`src/avs_cfg.svh`:
```
`ifndef AVS_CFG_SVH
`define AVS_CFG_SVH
`define AVS_CODE_HIGH 16'h7FFF
`define AVS_CODE_LOW 16'h8000
`define AVS_ZERO 16'h0000
`define AVS_EXT_BITS 3
`endif

```
`src/avs_pkg.sv`:
```
package avs_pkg;
  // per-channel input sample from the converter
  typedef struct packed {
    logic valid;
    logic overflow;
    logic underflow;
    logic [12:0] value;
  } avs_sample_t;
  // output channel configuration
  typedef struct packed {
    logic hold_last;
    logic [15:0] subst;
  } avs_ocfg_t;
endpackage

```
`src/avs_core.sv`:
```
`timescale 1ns/10ps
`include "avs_cfg.svh"
module avs_core
  import avs_pkg::*;
#(
  parameter int NUM_IN = 4,
  parameter int NUM_OUT = 4,
  parameter logic signed [15:0] OUT_MAX = 16'sh7EFF,
  parameter logic signed [15:0] OUT_MIN = -16'sh7F00
) (
  input wire logic clk,
  input wire logic rst_n,
  input wire logic supply_ok_pin,
  input wire logic params_new,
  input wire logic params_done,
  input wire logic master_run,
  input wire logic exchange_active,
  input wire logic out_write,
  input wire avs_sample_t [NUM_IN-1:0] sample,
  input wire logic [NUM_IN-1:0] hart_mode,
  input wire avs_ocfg_t [NUM_OUT-1:0] ocfg,
  input wire logic [NUM_OUT-1:0][15:0] out_value,
  output logic [NUM_IN-1:0][15:0] in_word,
  output logic [NUM_OUT-1:0][15:0] dac_word
);

  typedef struct packed {
    logic sup_meta;
    logic sup;
    logic [NUM_IN-1:0] conv_seen;
    logic written;
    logic [NUM_IN-1:0][15:0] in_word;
    logic [NUM_OUT-1:0][15:0] dac_word;
  } avs_state_t;

  avs_state_t st;
  avs_state_t next_st;

  ////////////////////////////////////////////////////////////////////////
  // next state
  always_comb begin
    logic signed [15:0] v;
    v = '0;
    next_st = st;
    next_st.sup_meta = supply_ok_pin;
    next_st.sup = st.sup_meta;
    for (int i = 0; i < NUM_IN; i++) begin
      if (params_new) begin
        next_st.conv_seen[i] = 1'b0;
      end else if (sample[i].valid) begin
        next_st.conv_seen[i] = 1'b1;
      end
      // hart_mode only affects the analog front end; value path is equal
      // substitute codes take priority over any measured data
      if (!st.sup) begin
        next_st.in_word[i] = `AVS_CODE_HIGH;
      end else if (!next_st.conv_seen[i]) begin
        next_st.in_word[i] = `AVS_CODE_HIGH;
      end else if (sample[i].valid && sample[i].overflow) begin
        next_st.in_word[i] = `AVS_CODE_HIGH;
      end else if (sample[i].valid && sample[i].underflow) begin
        next_st.in_word[i] = `AVS_CODE_LOW;
      end else if (sample[i].valid) begin
        // sign-extend 13-bit sample to 16 bits
        next_st.in_word[i] = {{`AVS_EXT_BITS{sample[i].value[12]}}, sample[i].value};
      end
    end
    // first accepted write arms the output path; new parameters disarm it
    if (params_new) begin
      next_st.written = 1'b0;
    end else if (out_write && master_run && params_done) begin
      next_st.written = 1'b1;
    end
    // output priority: no parameters, no exchange, stop, unwritten, write
    for (int j = 0; j < NUM_OUT; j++) begin
      v = signed'(out_value[j]);
      if (!params_done) begin
        next_st.dac_word[j] = `AVS_ZERO;
      end else if (!exchange_active) begin
        next_st.dac_word[j] = ocfg[j].subst;
      end else if (!master_run) begin
        if (!ocfg[j].hold_last) begin
          next_st.dac_word[j] = ocfg[j].subst;
        end
      end else if (!next_st.written) begin
        next_st.dac_word[j] = `AVS_ZERO;
      end else if (out_write) begin
        if (v > OUT_MAX || v < OUT_MIN) begin
          next_st.dac_word[j] = `AVS_ZERO;
        end else begin
          next_st.dac_word[j] = out_value[j];
        end
      end
    end
  end

  // state register
  always_ff @(posedge clk or negedge rst_n) begin
    if (!rst_n) begin
      st.sup_meta <= 1'b0;
      st.sup <= 1'b0;
      st.conv_seen <= '0;
      st.written <= 1'b0;
      st.in_word <= {NUM_IN{`AVS_CODE_HIGH}};
      st.dac_word <= '0;
    end else begin
      st <= next_st;
    end
  end

  assign in_word = st.in_word;
  assign dac_word = st.dac_word;

  ////////////////////////////////////////////////////////////////////////
  // checks
  AST_NOSUP_HIGH: assert property (@(posedge clk) disable iff (!rst_n)
    !st.sup |=> st.in_word[0] == `AVS_CODE_HIGH)
    else $error("input not 7FFF without supply");
  AST_NEWPAR_HIGH: assert property (@(posedge clk) disable iff (!rst_n)
    params_new |=> st.in_word[0] == `AVS_CODE_HIGH)
    else $error("input not 7FFF after new parameters");
  AST_OVF: assert property (@(posedge clk) disable iff (!rst_n)
    st.sup && st.conv_seen[0] && !params_new && sample[0].valid && sample[0].overflow
    |=> st.in_word[0] == `AVS_CODE_HIGH)
    else $error("overflow not 7FFF");
  AST_UNF: assert property (@(posedge clk) disable iff (!rst_n)
    st.sup && !params_new && sample[0].valid && !sample[0].overflow && sample[0].underflow
    |=> st.in_word[0] == `AVS_CODE_LOW)
    else $error("underflow not 8000");
  AST_NOPAR_ZERO: assert property (@(posedge clk) disable iff (!rst_n)
    !params_done |=> st.dac_word[0] == `AVS_ZERO)
    else $error("output not zero before parameters");
  AST_STOP_HOLD: assert property (@(posedge clk) disable iff (!rst_n)
    params_done && exchange_active && !master_run && ocfg[0].hold_last
    |=> $stable(st.dac_word[0]))
    else $error("output not held in stop");
  AST_NOEX_SUBST: assert property (@(posedge clk) disable iff (!rst_n)
    params_done && !exchange_active |=> st.dac_word[0] == $past(ocfg[0].subst))
    else $error("substitute not driven before exchange");
  AST_RANGE_ZERO: assert property (@(posedge clk) disable iff (!rst_n)
    params_done && exchange_active && master_run && st.written && out_write
    && signed'(out_value[0]) > OUT_MAX |=> st.dac_word[0] == `AVS_ZERO)
    else $error("out of range output not zero");
  AST_UNWRITTEN_ZERO: assert property (@(posedge clk) disable iff (!rst_n)
    params_done && exchange_active && master_run && !st.written && !out_write
    && !params_new |=> st.dac_word[0] == `AVS_ZERO)
    else $error("output not zero before first write");
  CV_STOP: cover property (@(posedge clk) disable iff (!rst_n)
    master_run ##1 !master_run);
  CV_FIRST_CONV: cover property (@(posedge clk) disable iff (!rst_n)
    !st.conv_seen[0] ##1 st.conv_seen[0]);
  CV_WRITE: cover property (@(posedge clk) disable iff (!rst_n)
    !st.written ##1 st.written);

  // overflow reported on a live channel
  CV_OVF: cover property (@(posedge clk) disable iff (!rst_n)
    st.sup && sample[0].valid && sample[0].overflow);

  // substitute driven before exchange starts
  CV_NOEX: cover property (@(posedge clk) disable iff (!rst_n)
    params_done && !exchange_active);

  ////////////////////////////////////////////////////////////////////////
  // further checks on value paths

  // in-range measurement passes sign-extended
  AST_VALUE_PASS: assert property (@(posedge clk) disable iff (!rst_n)
    st.sup && !params_new && sample[0].valid && !sample[0].overflow && !sample[0].underflow
    |=> st.in_word[0] == {{`AVS_EXT_BITS{$past(sample[0].value[12])}}, $past(sample[0].value)})
    else $error("measured value not passed");

  // missing supply seen through the synchroniser
  AST_SUP_SYNC: assert property (@(posedge clk) disable iff (!rst_n)
    !supply_ok_pin ##1 !supply_ok_pin |-> ##2 st.in_word[0] == `AVS_CODE_HIGH)
    else $error("supply loss not reported");

  // last input channel reads 7FFF without supply, as the first
  AST_LAST_CH: assert property (@(posedge clk) disable iff (!rst_n)
    !st.sup |=> st.in_word[NUM_IN-1] == `AVS_CODE_HIGH)
    else $error("last input channel not 7FFF without supply");

  // underflowing output value drives zero
  AST_LOW_ZERO: assert property (@(posedge clk) disable iff (!rst_n)
    params_done && exchange_active && master_run && st.written && out_write
    && signed'(out_value[0]) < OUT_MIN |=> st.dac_word[0] == `AVS_ZERO)
    else $error("underflow output not zero");

  // in-range output value passes unchanged
  AST_OUT_PASS: assert property (@(posedge clk) disable iff (!rst_n)
    params_done && exchange_active && master_run && st.written && out_write && !params_new
    && signed'(out_value[0]) <= OUT_MAX && signed'(out_value[0]) >= OUT_MIN
    |=> st.dac_word[0] == $past(out_value[0]))
    else $error("in range output not passed");

  // stop with substitute reaction
  AST_STOP_SUBST: assert property (@(posedge clk) disable iff (!rst_n)
    params_done && exchange_active && !master_run && !ocfg[0].hold_last
    |=> st.dac_word[0] == $past(ocfg[0].subst))
    else $error("substitute not driven in stop");

  // writes refused before parameters
  AST_WRITE_REFUSED: assert property (@(posedge clk) disable iff (!rst_n)
    !params_done && !st.written |=> !st.written)
    else $error("write accepted before parameters");

  // last output channel zero before parameters
  AST_LAST_OUT: assert property (@(posedge clk) disable iff (!rst_n)
    !params_done |=> st.dac_word[NUM_OUT-1] == `AVS_ZERO)
    else $error("last output not zero before parameters");
endmodule

```
`config.mk`:
```
export PLATFORM = sky130hd
export DESIGN_NAME = avs_core
export DESIGN_NICKNAME = d
export VERILOG_FILES = /design/src/avs_pkg.sv /design/src/avs_core.sv
export VERILOG_INCLUDE_DIRS = /design/src /design/src/src
export SDC_FILE = /design/constraint.sdc
export NUM_CORES = 1
export LEC_CHECK = 0
export BUFFER_PORTS_ARGS = -buffer_cell sky130_fd_sc_hd__clkbuf_2
export CORE_MARGIN = 3
export CORE_UTILIZATION = 35
export DETAILED_ROUTE_END_ITERATION = 10
export PLACE_DENSITY_LB_ADDON = 0.15
export SKIP_LAST_GASP = 1
export SLEW_MARGIN = 5
export SYNTH_ARGS = -nofsm -noshare
export SYNTH_HDL_FRONTEND = slang
export SYNTH_SLANG_ARGS = --single-unit
```
`constraint.sdc`:
```
create_clock -name clk -period 1.5 [get_ports clk]
set_clock_uncertainty 0.1 [all_clocks]
set_input_delay 0.15 -clock clk [delete_from_list [all_inputs] [get_ports clk]]
set_output_delay 0.15 -clock clk [all_outputs]
set_load 0.02 [all_outputs]
```
==> impl_metrics.env <==
export IMPL_cpMaxStageDelayCell="dlygate4sd3_1"
export IMPL_setup_tns_ns=0
export IMPL_grt_use_total=0.199
export IMPL_synth_seq_cells=127
export IMPL_routed_wl_um=21600
export IMPL_htree_levels=4
export IMPL_core_um2=19100
export IMPL_r2r_start="st[128]"
export IMPL_fin_crit_sh=0.994
export IMPL_cp_cell_sequence="dlygate4sd3_1 > clkbuf_2 > nand4b_1 > o211ai_1 > buf_4 > a211oi_4 > buf_12 > a21o_1"
export IMPL_synthCells=676
export IMPL_seqCellArea_um2=3250
export IMPL_grt_ovfl_total=0
export IMPL_synth_edf_count=0
export IMPL_synth_top_area_frac=0.271
export IMPL_globalplace_congestion=0.787
export IMPL_critPathKind="primary input to register"
export IMPL_wl_per_cell_um=15.7
export IMPL_fillerInstances=1625
export IMPL_antenna_found_initial=0
export IMPL_irDropWorstVdd_mv=0.681
export IMPL_drive_gt1_frac=0.444
export IMPL_syn_area_per_cell_um2=10.2
export IMPL_dr_wl_met2_um=11000
export IMPL_drcViolationCount=0
export IMPL_ant_nets=0
export IMPL_worst_pin_slew_ns=0.477
export IMPL_cp_slowest_stage_delay_ns=0.54
export IMPL_final_common_cell="clkbuf_2"
export IMPL_synth_top_flop_cell="dfrtp_1"
export IMPL_fin_cells=1370
export IMPL_required_ns=1.70
export IMPL_drt_initial_drc_count=218
export IMPL_die_x_um=147
export IMPL_cts_root_buf="clkbuf_16"
export IMPL_max_cap_viol_count=0
export IMPL_period_minus_slack_ns=1.49
export IMPL_cts_sinks=127
export IMPL_synth_net_count=884
export IMPL_hp_start="sample[46]"
export IMPL_ys_seq_area_frac=0.469
export IMPL_num_antenna_cells=0
export IMPL_dp_hpwl_um=14400
export IMPL_grt_pass1_vias=6843
export IMPL_ys_types=36
export IMPL_synth_area_leader_cell="dfrtp_1"
export IMPL_holdWs_ns=0.0377
export IMPL_p_leak_nw=5.60
export IMPL_grt_pass1_wl_um=35100
export IMPL_slew_headroom=0.682
export IMPL_synth_area_leaders="dfrtp_1 27%, dfstp_2 20%, buf_4 14%"
export IMPL_hold_violations=0
export IMPL_setup_viol=0
export IMPL_hold_path_class="primary input to register"
export IMPL_cp_data_arrival_time_ns=1.69
export IMPL_insertion_delay_ns=0.41
export IMPL_worstPathMaxFanout=9
export IMPL_multi_input_area_um2=2540
export IMPL_cts_tree="built"
export IMPL_dpl_instance_area_um2=8270
export IMPL_design_portCount=336
export IMPL_critPathLaunch="out_value[29]"
export IMPL_wl_met3_um=1110
export IMPL_drv_slew=0
export IMPL_first_pass_iters=4
export IMPL_dieArea_um2=21500
export IMPL_highest_layer="met4"
export IMPL_yosysWarnings=0
export IMPL_cts_buffers=17
export IMPL_async_flop_share=1.00
export IMPL_endpoint_kind="register"
export IMPL_ctsLongestPathBuffers=2
export IMPL_fin_nets=1305
export IMPL_wl_met1_um=9070
export IMPL_mostFrequentLayoutCells="330 x clkbuf_2, 186 x dlygate4sd3_1, 106 x nand3_1"
export IMPL_final_util=0.568
export IMPL_rsz0062_at_grt="yes"
export IMPL_power_density_nw_per_um2=909
export IMPL_status="completed"
export IMPL_design_area_um2=10800
export IMPL_path_clk_slew_ns=0.06
export IMPL_routed_via_density=4.74
export IMPL_grt_max_degree=67
export IMPL_fp_dieH_um=147
export IMPL_start_kind="primary input"
export IMPL_area_growth_pct=56.7
export IMPL_syn_cell_area_um2=6920
export IMPL_place_inst=1149
export IMPL_rows=50
export IMPL_fmax_mhz=671
export IMPL_start_util=0.363
export IMPL_vias=6489
export IMPL_port_buffers=331
-- power breakdown --
part / internal, mW / switching [mW] / total [mW]
logic: 0.961 / 0.904 / 1.86
clock network: 2.58 / 1.65 / 4.24
registers: 3.65 / 0.105 / 3.75
total: 7.19 / 2.66 / 9.86
-- cells by family after synthesis --
family	Yosys count	share of synthesized area
buffers and inverters	174	0.171
AND/OR/NAND/NOR	217	0.161
AO/OA/AOI/OAI	154	0.193
multiplexers	4	0.00579
flip-flops	127	0.469
-- flip-flops by register name, indices dropped and copies added, names as in the netlist --
name,cells
next_st,1
st,6
in_word,56
dac_word,64
-- synthesized netlist by cell type (5+ instances only) --
| library cell | count |
|---|---|
| a21o_1 | 59 |
| a22o_1 | 58 |
| and3b_1 | 5 |
| buf_2 | 15 |
| buf_4 | 133 |
| clkbuf_1 | 16 |
| dfrtp_1 | 75 |
| dfstp_2 | 52 |
| inv_1 | 8 |
| nand2_1 | 68 |
| nand3_1 | 106 |
| nand3b_1 | 10 |
| nor2_1 | 6 |
| o21ai_1 | 6 |
-- metal layers --
metal / up-vias / track usage
li1: 3120 / -
met4: 0 / 0.0649
met5: - / 0
met2: 234 / 0.341
met3: 34 / 0.0518
met1: 3101 / 0.245
-- final cells by class --
cell class	instances	share of cell area
Timing Repair Buffer	568	0.377
Clock buffer	19	0.0419
Inverter	8	0.00277
Multi-Input combinational cell	375	0.235
Sequential cell	127	0.299
Tap cell	260	0.0300
Clock inverter	13	0.0139
-- final timing paths --
path,end,slack [ns],cells after the start
hold / removal,in_word[46],0.04,4
max in group asynchronous,in_word[36],0.73,3
setup reg to reg,dac_word[23],0.02,6
hold reg to reg,st[133],0.25,0
min in group asynchronous,dac_word[22],0.18,3
setup / recovery,dac_word[23],0.009,8
-- timing repair --
item,4_1_cts,5_1_grt
setup endpoints to repair,41,62
pin swaps,0,3
hold buffers,186,0
buffers inserted,0,4
gates resized for setup,1,10
endpoints found under the hold margin,253,0
-- through the flow --
step	power, mW	setup WS, ns
finish	9.86	0.00936
global route	10.3	-0.0282
CTS	9.97	0.00540
detailed placement	5.27	-0.117
global placement	5.26	-0.0869
floorplan	4.74	0.0303
-- critical path: cells and delay by family --
family	cells	cell delay, ns
buffers and inverters	4	0.99
AOI/OAI and AO/OA	3	0.44
and+or+nand+nor	1	0.11
Note: power is estimated with default switching activity, not from simulation.
